`src/inc/rimp_pkg.sv`:
```
// Function
// - after reset, input and output map writes are accepted until locked
// - mapping lock, control bit 11, blocks all input and output map writes
// - locked map writes finish normally with no error, contents unchanged
// - clearing the mapping lock lets map writes store again
// - lock bit changes only right after key writes 0x55 then 0xAA
// - input mapping is per peripheral input, one 8-bit selector each
// - each peripheral input takes the source indexed by its selector
// - selector 0 gives ground; 1 to 3 give comparators 1 to 3
// - selectors 6 and 7 give trigger generator outputs 26 and 27
// - selectors 11, 12, 13 give PWM event outputs C, D, E
// - selectors 32 to 47 give port B pins 0 to 15
// - selectors 48 to 61 give port C pins 0 to 13
// - selectors 65, 72, 74, 77 give port D pins 1, 8, 10, 13
// - selectors 176 to 181 give virtual pins 0 to 5
// - all other selector values are reserved, no source assigned
// - output map selectors reset to zero, the null output
package rimp_pkg;

  // write targets of the command port
  localparam logic [1:0] WR_IN_MAP = 2'h0;
  localparam logic [1:0] WR_OUT_MAP = 2'h1;
  localparam logic [1:0] WR_KEY = 2'h2;
  localparam logic [1:0] WR_CTRL = 2'h3;

  localparam int LOCK_BIT = 11;
  localparam logic [7:0] KEY_FIRST = 8'h55;
  localparam logic [7:0] KEY_SECOND = 8'hAA;
  localparam logic LOCK_RST = 1'h0;
  localparam logic [7:0] IN_SEL_RST = 8'h00;
  localparam logic [5:0] OUT_SEL_RST = 6'h00;

  localparam int IN_SEL_W = 8;
  localparam int OUT_SEL_W = 6;

  // selector codes
  localparam logic [7:0] SEL_GROUND = 8'h00;
  localparam logic [7:0] SEL_CMP_LO = 8'h01;
  localparam logic [7:0] SEL_CMP_HI = 8'h03;
  localparam logic [7:0] SEL_TRG_LO = 8'h06;
  localparam logic [7:0] SEL_TRG_HI = 8'h07;
  localparam logic [7:0] SEL_PWM_LO = 8'h0B;
  localparam logic [7:0] SEL_PWM_HI = 8'h0D;
  localparam logic [7:0] SEL_PB_LO = 8'h20;
  localparam logic [7:0] SEL_PB_HI = 8'h2F;
  localparam logic [7:0] SEL_PC_LO = 8'h30;
  localparam logic [7:0] SEL_PC_HI = 8'h3D;
  localparam logic [7:0] SEL_PD1 = 8'h41;
  localparam logic [7:0] SEL_PD8 = 8'h48;
  localparam logic [7:0] SEL_PD10 = 8'h4A;
  localparam logic [7:0] SEL_PD13 = 8'h4D;
  localparam logic [7:0] SEL_VP_LO = 8'hB0;
  localparam logic [7:0] SEL_VP_HI = 8'hB5;

  // layout of the synchronised source vector
  localparam int SRC_W = 48;
  localparam logic [5:0] SRC_CMP = 6'h00;
  localparam logic [5:0] SRC_TRG = 6'h03;
  localparam logic [5:0] SRC_PWM = 6'h05;
  localparam logic [5:0] SRC_PB = 6'h08;
  localparam logic [5:0] SRC_PC = 6'h18;
  localparam logic [5:0] SRC_PD = 6'h26;
  localparam logic [5:0] SRC_VP = 6'h2A;

  // port D bits that are remappable
  localparam int PD_BIT_A = 1;
  localparam int PD_BIT_B = 8;
  localparam int PD_BIT_C = 10;
  localparam int PD_BIT_D = 13;

  typedef enum logic [1:0] {
    KEY_IDLE = 2'b00,
    KEY_GOT_FIRST = 2'b01,
    KEY_ARMED = 2'b10
  } rimp_key_t;

  function automatic logic [5:0] rimp_offset(input logic [7:0] sel,
                                             input logic [7:0] lo,
                                             input logic [5:0] base);
    logic [7:0] d;
    d = sel - lo;
    return base + d[5:0];
  endfunction

endpackage

```
`src/core/rimp_src_mux.sv`:
```
`timescale 1ns/1ps
module rimp_src_mux
  import rimp_pkg::*;
(
  input wire logic [7:0] sel_in,
  input wire logic [SRC_W-1:0] src_in,
  output logic bit_out
);

  logic [5:0] idx;
  logic hit;

  always_comb begin
    idx = 6'h00;
    hit = 1'b1;
    if (sel_in >= SEL_CMP_LO && sel_in <= SEL_CMP_HI) begin
      idx = rimp_offset(sel_in, SEL_CMP_LO, SRC_CMP);
    end else if (sel_in >= SEL_TRG_LO && sel_in <= SEL_TRG_HI) begin
      idx = rimp_offset(sel_in, SEL_TRG_LO, SRC_TRG);
    end else if (sel_in >= SEL_PWM_LO && sel_in <= SEL_PWM_HI) begin
      idx = rimp_offset(sel_in, SEL_PWM_LO, SRC_PWM);
    end else if (sel_in >= SEL_PB_LO && sel_in <= SEL_PB_HI) begin
      idx = rimp_offset(sel_in, SEL_PB_LO, SRC_PB);
    end else if (sel_in >= SEL_PC_LO && sel_in <= SEL_PC_HI) begin
      idx = rimp_offset(sel_in, SEL_PC_LO, SRC_PC);
    end else if (sel_in == SEL_PD1) begin
      idx = SRC_PD;
    end else if (sel_in == SEL_PD8) begin
      idx = SRC_PD + 6'h01;
    end else if (sel_in == SEL_PD10) begin
      idx = SRC_PD + 6'h02;
    end else if (sel_in == SEL_PD13) begin
      idx = SRC_PD + 6'h03;
    end else if (sel_in >= SEL_VP_LO && sel_in <= SEL_VP_HI) begin
      idx = rimp_offset(sel_in, SEL_VP_LO, SRC_VP);
    end else begin
      // ground code and reserved codes both land here
      hit = 1'b0;
    end
    bit_out = hit & src_in[idx];
  end

endmodule

```
`src/core/rimp_top.sv`:
```
`timescale 1ns/1ps
module rimp_top
  import rimp_pkg::*;
#(
  parameter int NUM_IN = 8,
  parameter int NUM_OUT = 8
) (
  input wire logic CLK_IN,
  input wire logic RST_N_IN,
  input wire logic WR_EN_IN,
  input wire logic [1:0] WR_KIND_IN,
  input wire logic [7:0] WR_IDX_IN,
  input wire logic [15:0] WR_DATA_IN,
  input wire logic [2:0] CMP_IN,
  input wire logic [1:0] TRIG_GEN_IN,
  input wire logic [2:0] PWM_EVENT_IN,
  input wire logic [15:0] PORT_B_IN,
  input wire logic [13:0] PORT_C_IN,
  input wire logic [15:0] PORT_D_IN,
  input wire logic [5:0] VIRT_PIN_IN,
  output logic [NUM_IN-1:0] PERIPH_IN_OUT,
  output logic [NUM_IN*IN_SEL_W-1:0] IN_SEL_OUT,
  output logic [NUM_OUT*OUT_SEL_W-1:0] OUT_SEL_OUT,
  output logic LOCK_OUT,
  output logic WR_ACK_OUT
);

  typedef struct packed {
    logic [NUM_IN-1:0][IN_SEL_W-1:0] in_sel;
    logic [NUM_OUT-1:0][OUT_SEL_W-1:0] out_sel;
    logic lock;
    rimp_key_t key;
    logic ack;
    logic [SRC_W-1:0] sync1;
    logic [SRC_W-1:0] sync2;
    logic [NUM_IN-1:0] periph;
  } rimp_state_t;

  rimp_state_t st;
  rimp_state_t next_st;
  logic [SRC_W-1:0] src_raw;
  logic [NUM_IN-1:0] mux_bit;

  // pins and comparator levels are asynchronous, so all sources are synced
  assign src_raw = {VIRT_PIN_IN,
                    PORT_D_IN[PD_BIT_D], PORT_D_IN[PD_BIT_C],
                    PORT_D_IN[PD_BIT_B], PORT_D_IN[PD_BIT_A],
                    PORT_C_IN, PORT_B_IN, PWM_EVENT_IN, TRIG_GEN_IN,
                    CMP_IN};

  ////////////////////////////////////////////////////////////////////////////

  for (genvar g = 0; g < NUM_IN; g++) begin : g_mux
    rimp_src_mux u_mux (
      .sel_in(st.in_sel[g]),
      .src_in(st.sync2),
      .bit_out(mux_bit[g])
    );
  end

  ////////////////////////////////////////////////////////////////////////////

  always_comb begin
    next_st = st;
    next_st.sync1 = src_raw;
    next_st.sync2 = st.sync1;
    next_st.periph = mux_bit;
    // every write is answered the same way, locked or not
    next_st.ack = WR_EN_IN;
    if (WR_EN_IN) begin
      // any write other than the next key byte or a fresh 0x55 key write breaks an unfinished key sequence
      next_st.key = KEY_IDLE;
      case (st.key)
        KEY_IDLE: begin
          if (WR_KIND_IN == WR_KEY && WR_DATA_IN[7:0] == KEY_FIRST) begin
            next_st.key = KEY_GOT_FIRST;
          end
        end
        KEY_GOT_FIRST: begin
          if (WR_KIND_IN == WR_KEY && WR_DATA_IN[7:0] == KEY_SECOND) begin
            next_st.key = KEY_ARMED;
          end else if (WR_KIND_IN == WR_KEY &&
                       WR_DATA_IN[7:0] == KEY_FIRST) begin
            next_st.key = KEY_GOT_FIRST;
          end
        end
        KEY_ARMED: begin
          if (WR_KIND_IN == WR_CTRL) begin
            next_st.lock = WR_DATA_IN[LOCK_BIT];
          end else if (WR_KIND_IN == WR_KEY &&
                       WR_DATA_IN[7:0] == KEY_FIRST) begin
            next_st.key = KEY_GOT_FIRST;
          end
        end
        default: begin
          next_st.key = KEY_IDLE;
        end
      endcase
      // locked map writes are silently dropped
      if (!st.lock) begin
        if (WR_KIND_IN == WR_IN_MAP && 32'(WR_IDX_IN) < NUM_IN) begin
          next_st.in_sel[WR_IDX_IN] = WR_DATA_IN[7:0];
        end
        if (WR_KIND_IN == WR_OUT_MAP && 32'(WR_IDX_IN) < NUM_OUT) begin
          next_st.out_sel[WR_IDX_IN] = WR_DATA_IN[5:0];
        end
      end
    end
  end

  always_ff @(posedge CLK_IN or negedge RST_N_IN) begin
    if (!RST_N_IN) begin
      st <= '0;
      st.in_sel <= {NUM_IN{IN_SEL_RST}};
      st.out_sel <= {NUM_OUT{OUT_SEL_RST}};
      st.lock <= LOCK_RST;
      st.key <= KEY_IDLE;
    end else begin
      st <= next_st;
    end
  end

  assign PERIPH_IN_OUT = st.periph;
  assign IN_SEL_OUT = st.in_sel;
  assign OUT_SEL_OUT = st.out_sel;
  assign LOCK_OUT = st.lock;
  assign WR_ACK_OUT = st.ack;
endmodule

```
`config.mk`:
```
export PLATFORM = sky130hd
export DESIGN_NAME = rimp_top
export DESIGN_NICKNAME = d
export VERILOG_FILES = /design/src/inc/rimp_pkg.sv /design/src/core/rimp_src_mux.sv /design/src/core/rimp_top.sv
export SDC_FILE = /design/constraint.sdc
export NUM_CORES = 1
export LEC_CHECK = 0
export BUFFER_PORTS_ARGS = -buffer_cell sky130_fd_sc_hd__buf_4
export CAP_MARGIN = 30
export CORE_MARGIN = 5
export CORE_UTILIZATION = 42
export DETAILED_ROUTE_END_ITERATION = 10
export MAX_ROUTING_LAYER = met4
export PLACE_DENSITY_LB_ADDON = 0.15
export REMOVE_ABC_BUFFERS = 1
export SYNTH_ARGS = -nofsm -noshare
export SYNTH_HDL_FRONTEND = slang
export SYNTH_SLANG_ARGS = --single-unit
```
`constraint.sdc`:
```
create_clock -name CLK_IN -period 7.41 [get_ports CLK_IN]
set_clock_uncertainty 0.2 [all_clocks]
set_input_delay 1.482 -clock CLK_IN [delete_from_list [all_inputs] [get_ports CLK_IN]]
set_output_delay 1.482 -clock CLK_IN [all_outputs]
set_load 0.05 [all_outputs]
```
* Yosys cells after proc, flatten, opt, wreduce, memory -nomap -nowiden
Index checks and enable logic that the tools add are counted.
** Storage, ports and cells
- Bits of input ports :: 89
- Register bits after elaboration :: 220
- Output and inout port bits :: 122
** Operators by class
- Multiplexer cells :: 186
- Add/subtract/negate cells :: 88
- Equality and inequality tests :: 39
- $lt $le $gt $ge :: 107
- Bitwise gates (word level) :: 9
- Reductions and logical operators :: 58
** Operators by type and width (count)
- 6-bit two-way mux :: 81
- 8-bit by 7-bit equality test with 1-bit output, second input constant :: 33
- 6-bit subtractor, second input constant :: 24
- 8-bit by 6-bit greater-or-equal comparator with 1-bit output, second input constant :: 16
- 8-bit by 6-bit <= comparator with 1-bit output, second input constant :: 16
- 1-bit two-way mux :: 89
- 8-bit by 1-bit greater-or-equal comparator with 1-bit output, second input constant :: 9
- 64-bit bitwise mux :: 1
- 8-bit by 3-bit greater-or-equal comparator with 1-bit output, second input constant :: 8
- 8-bit by 4-bit greater-or-equal comparator with 1-bit output, second input constant :: 8
- 8-bit greater-or-equal comparator, second input constant :: 8
- 8-bit by 2-bit <= comparator with 1-bit output, second input constant :: 8
- 8-bit by 3-bit <= comparator with 1-bit output, second input constant :: 8
- 8-bit by 4-bit <= comparator with 1-bit output, second input constant :: 8
- 8-bit <= comparator, second input constant :: 8
- 6-bit by 7-bit < comparator with 1-bit output, second input constant :: 8
- 1-bit logical AND :: 53
- 2-bit by 6-bit adder with 6-bit output, first input constant :: 8
- 3-bit by 6-bit adder with 6-bit output, first input constant :: 8
- 4-bit by 6-bit adder with 6-bit output, first input constant :: 8
- 5-bit by 6-bit adder with 6-bit output, first input constant :: 8
- 6-bit adder, first input constant :: 8
- 1-bit binary-select mux with 6-bit select :: 8
- 48-bit bitwise mux :: 1
- 16 further kinds :: 52

* Depth between registers and ports, before layout
- Depth after elaboration :: 15
- Mapped depth :: 15
- Gate-level depth less buffers :: 12

* Modules after synthesis
A second synthesis with hierarchy kept.
** Unflattened totals
- Cell total of the unflattened synthesis :: 1887
- Area, all modules :: 17976.0 um2
** Modules (own cells, without submodules)
- rimp_src_mux :: cells an instance 172, area each 1236.2 um2, sequential area each 0.0 um2, times used 8
- rimp_top :: cells an instance 511, area each 8086.5 um2, sequential area each 5505.3 um2, times used 1

* Least setup slack after synthesis
No wires, ideal clock.
- Path type :: flip-flop to flip-flop
- Start point :: reg st, in the netlist IN_SEL_OUT[33]
- End point :: reg st, in the netlist PERIPH_IN_OUT[4]
- Arrival time :: 3.426 ns
- Stages on the path, launching flop included :: 14
- Slack :: 3.665 ns
- Library setup time :: 0.120 ns
- Period minus slack after synthesis :: 3.745 ns
- Cells stage by stage :: dfrtp_1 inv_1 ha_1 or3b_2 o311ai_2 a31oi_1 a211oi_1 buf_2 mux2_1 nor2_1 a211oi_1 a2111oi_0 a21oi_1 a31o_1
** Between the ends
- Word-level cells in the longest chain between the ends :: 15
- Elaborated cells between the ends (all ways) :: 56
- Those cells by class :: 11 x add/sub; 12 x order compare; 4 x eq/ne; 22 x mux; 1 x bitwise; 6 x reduce/logical
** RTL lines
- start, declared :: line rimp_top.sv:39 : rimp_state_t st;
- start signal, assigned :: line rimp_top.sv:119 : st <= next_st;
- 6-bit subtractor (tied with other cells) :: line rimp_pkg.sv:81 : d = sel - lo;
- 6-bit adder or 1-bit logical AND (tied branches) :: line rimp_pkg.sv:82, rimp_src_mux.sv:34
- 6-bit two-way mux :: line rimp_src_mux.sv:34 : end else if (sel_in >= SEL_VP_LO && sel_in <= SEL_VP_HI) begin
- 6-bit two-way mux :: line rimp_src_mux.sv:32 : end else if (sel_in == SEL_PD13) begin
- 6-bit two-way mux :: line rimp_src_mux.sv:30 : end else if (sel_in == SEL_PD10) begin
- 6-bit two-way mux :: line rimp_src_mux.sv:28 : end else if (sel_in == SEL_PD8) begin
- 6-bit two-way mux :: line rimp_src_mux.sv:26 : end else if (sel_in == SEL_PD1) begin
- 6-bit two-way mux :: line rimp_src_mux.sv:24 : end else if (sel_in >= SEL_PC_LO && sel_in <= SEL_PC_HI) begin
- 6-bit two-way mux :: line rimp_src_mux.sv:22 : end else if (sel_in >= SEL_PB_LO && sel_in <= SEL_PB_HI) begin
- 6-bit two-way mux :: line rimp_src_mux.sv:20 : end else if (sel_in >= SEL_PWM_LO && sel_in <= SEL_PWM_HI) begin
- 6-bit two-way mux :: line rimp_src_mux.sv:18 : end else if (sel_in >= SEL_TRG_LO && sel_in <= SEL_TRG_HI) begin
- 6-bit two-way mux :: line rimp_src_mux.sv:16 : if (sel_in >= SEL_CMP_LO && sel_in <= SEL_CMP_HI) begin
- 1-bit binary-select mux with 6-bit select :: line rimp_src_mux.sv:40 : bit_out = hit & src_in[idx];
- 1-bit two-way mux (implied by the code) :: line rimp_src_mux.sv:40
- 1-bit AND (*) :: line rimp_src_mux.sv:40
- via g_mux[4].u_mux.bit_out :: line rimp_src_mux.sv:7 : output logic bit_out
The timed path passes the listed nets; every way through them passes the cells marked *. The select of a mux whose other input is x is not followed.
A chain may end at the register's enable or synchronous reset.

* Worst setup path in the final report
- Start point :: reg st, in the netlist IN_SEL_OUT[50]
- End point :: reg st, in the netlist PERIPH_IN_OUT[6]
** Between the ends
- Word-level cells in the longest chain between the ends :: 15
- Elaborated cells between the ends (all ways) :: 56
- Those cells by class :: 11 x add/sub; 12 x order compare; 4 x eq/ne; 22 x mux; 1 x bitwise; 6 x reduce/logical
** RTL lines (line)
- 6-bit subtractor (tied with other cells) :: rimp_pkg.sv:81
- 6-bit adder or 1-bit logical AND (tied branches) :: rimp_pkg.sv:82, rimp_src_mux.sv:34
- 6-bit two-way mux :: rimp_src_mux.sv:34
- 6-bit two-way mux :: rimp_src_mux.sv:32
- 6-bit two-way mux :: rimp_src_mux.sv:30
- 6-bit two-way mux :: rimp_src_mux.sv:28
- 6-bit two-way mux :: rimp_src_mux.sv:26
- 6-bit two-way mux :: rimp_src_mux.sv:24
- 6-bit two-way mux :: rimp_src_mux.sv:22
- 6-bit two-way mux :: rimp_src_mux.sv:20
- 6-bit two-way mux :: rimp_src_mux.sv:18
- 6-bit two-way mux :: rimp_src_mux.sv:16
- 1-bit binary-select mux with 6-bit select :: rimp_src_mux.sv:40
- 1-bit two-way mux (implied by the code) :: rimp_src_mux.sv:40
- 1-bit AND (*) :: rimp_src_mux.sv:40
- via g_mux[6].u_mux.bit_out :: rimp_src_mux.sv:7
Marks and branches as above.

==> metrics.txt <==
Clk Latency, worst-skew pair=0.56 ns; # port buffers=~190; RR Startpoint=IN_SEL_OUT[50]; Die H=between 200 and 250 µm; Critical Path RT=around 7.6 ns; Avg Vias per Cell=5.92; GRT overflow=0; unrepaired setup endpoints after global routing=false; row count=74; WP data arrival=about 4.9 ns; Setup TNS=0 ns; Worst Max-Slew Pin Slew=0.997 ns; DIE AREA=45800 µm²; library cells used by synthesis=103; DP Cell Count=2328; R2R setup slack=2.75 ns; initial antenna violation count=1; Gate Count Post-Synth=1814; ANT nets after route=0; ys flop type=dfrtp_1; root buf cell=clkbuf_16; drt first pass iters=6; DR iter-0 viols=1335; hpwl dp=~37000 µm; pwr dens=161 nW/µm²; Synth top cells by count=dfrtp_1 (220), mux2i_1 (210), mux2_2 (152); GRT Util Overall=0.230; P_leak=8.80 nW; Async SR Flop Fraction=1.00; #FFs+latches synth=220; clk buf depth=3; Reg clk slew, reported paths=0.06 ns; fin crit share=0.628; Max Slew Vio Count=0; Slew Limit Headroom=0.333; crit path max fanout=22; Post-CTS Setup Inserts=0; most area-hungry cell type in the Yosys netlist=dfrtp_1; most frequent cell after synthesis=dfrtp_1; FMAX=0.215 GHz; Netlist Area Pre-Place=between 15000 and 20000 µm²; PostCTS Resize Cnt=0; RePlAce Congestion=a little over 0.9; clock sink count=220; Peak VDD IR=181 µV; maxcap violations=0; Area Overhead vs Synth=10.5%; Seq/Total Area, Yosys=0.315; Antenna diodes=0; top post-synthesis cells by area=dfrtp_1 (32%), mux2i_1 (12%), mux2_2 (9.8%), ha_1 (6.2%), buf_4 (5.3%); vias in the first global route=roughly 14000; status=complete, no violations; global-route wire length before repair=83600 µm; Core Area=41000 µm²; final hold violations=0; routed length per instance=roughly 22 µm; final wirelength=53200 µm; syn_area_per_cell=9.63 µm²; share of layout cells above drive strength 1=0.251; WS Path Type=register to register; Ys Warns=0; Post-synth EDFFs=0; top cell type's share of synthesized area=0.315; CTS H-Tree Depth=1; Worst Setup SP=IN_SEL_OUT[50]; fill count=roughly 3900; die span in x=between 200 and 250 µm; Nets=2003; largest net degree at the start of global routing=101; setup violators final=0; hold buffer count at CTS=0; minimum clock period=4.66 ns; Setup crit end kind=register; # IOs=211; CTS Buf Count=26; non-filler cells, final=2379; starting density of the core=0.426; crit path capture=PERIPH_IN_OUT[6]; CTS tree=done; worst hold path class=register to register; crit path launch type=register; path depth of the worst reg2reg path=12; drt drc=0; Reg-to-Reg End=PERIPH_IN_OUT[6]; Vias=14075
[worst max-delay path, stage by stage (launching register included)]
cell      delay, ns
dfrtp_1        0.67
ha_1           0.33
nand3b_1       0.10
a21oi_1        0.44
o21ai_1        0.34
nor2_1         0.58
buf_4          0.28
and2b_1        0.49
a221oi_1       0.37
o22ai_1        0.12
o21ai_0        0.21
mux2i_1        0.11
a211o_1        0.28
[stage by stage]
step	utilization	hold WS (ns)	total power [mW]	setup slack, ns	area [µm²]
finish	0.470	0.142	3.10	2.75	19300
global route	0.470	0.153	3.23	2.47	19300
CTS	0.470	0.147	3.14	2.68	19300
detailed placement	0.447	0.135	1.75	2.71	18300
global placement	0.446	0.134	1.74	2.80	18300
floorplan	-	0.131	1.56	1.97	16100
[worst min-delay path by stage]
stage	start	end	cells past startpoint
6_report	next_st[16]	st[16]	0
5_1_grt	next_st[31]	st[31]	0
3_3_place_gp	next_st[15]	st[15]	0
3_5_place_dp	next_st[15]	st[15]	0
2_1_floorplan	next_st[10]	st[10]	0
4_1_cts	next_st[16]	st[16]	0
[registers in the layout (all words and copies together) (netlist names)]
signal,count
next_st,48
WR_ACK_OUT,1
st,50
PERIPH_IN_OUT,8
LOCK_OUT,1
IN_SEL_OUT,64
OUT_SEL_OUT,48
[layer usage]
layer	up-vias	wire (µm)	global-route usage
li1	6566	-	-
met1	6969	24000	0.311
met2	458	24700	0.365
met3	82	3250	0.0387
met4	0	1240	0.0537
met5	-	0	-
[area by class of cell]
class | instances | area (µm²) | area share
clock buffer | 32 | 713 | 0.0370
clock inverter | 16 | 209 | 0.0108
inverter | 70 | 263 | 0.0136
multi-input combinational | 1298 | 10300 | 0.535
sequential | 220 | 5510 | 0.285
tap | 532 | 666 | 0.0345
timing repair buffer | 211 | 1620 | 0.0838
[report_power, final]
part | internal, mW | total, mW | switching, mW
clock | 0.828 | 1.37 | 0.540
combinational | 0.168 | 0.407 | 0.238
sequential | 1.24 | 1.33 | 0.0856
[layout by cell type, fill, tap and decap left out, types with 34 or more instances in the layout]
cell type  Yosys  final
nand2_1       94     94
mux2_2       152    152
nand3_1       39     39
nor3_1        34     34
inv_1         69     69
o21ai_0       76     76
buf_4        124    205
ha_1          87     87
nor2_1        90     90
a21oi_1       52     51
xnor2_1       35     35
mux2i_1      210    210
dfrtp_1      220    220
[logic make-up after synthesis]
| kind of cell | after synthesis | synth area share |
|---|---|---|
| adder cells (fa/ha/maj) | 87 | 0.0623 |
| AND/OR/NAND/NOR | 439 | 0.138 |
| AO/OA/AOI/OAI | 367 | 0.147 |
| buffers and inverters | 296 | 0.0956 |
| XOR/XNOR | 39 | 0.0196 |
| flip-flops | 220 | 0.315 |
| multiplexers | 366 | 0.222 |
Note: power is estimated with default switching activity, not from simulation.
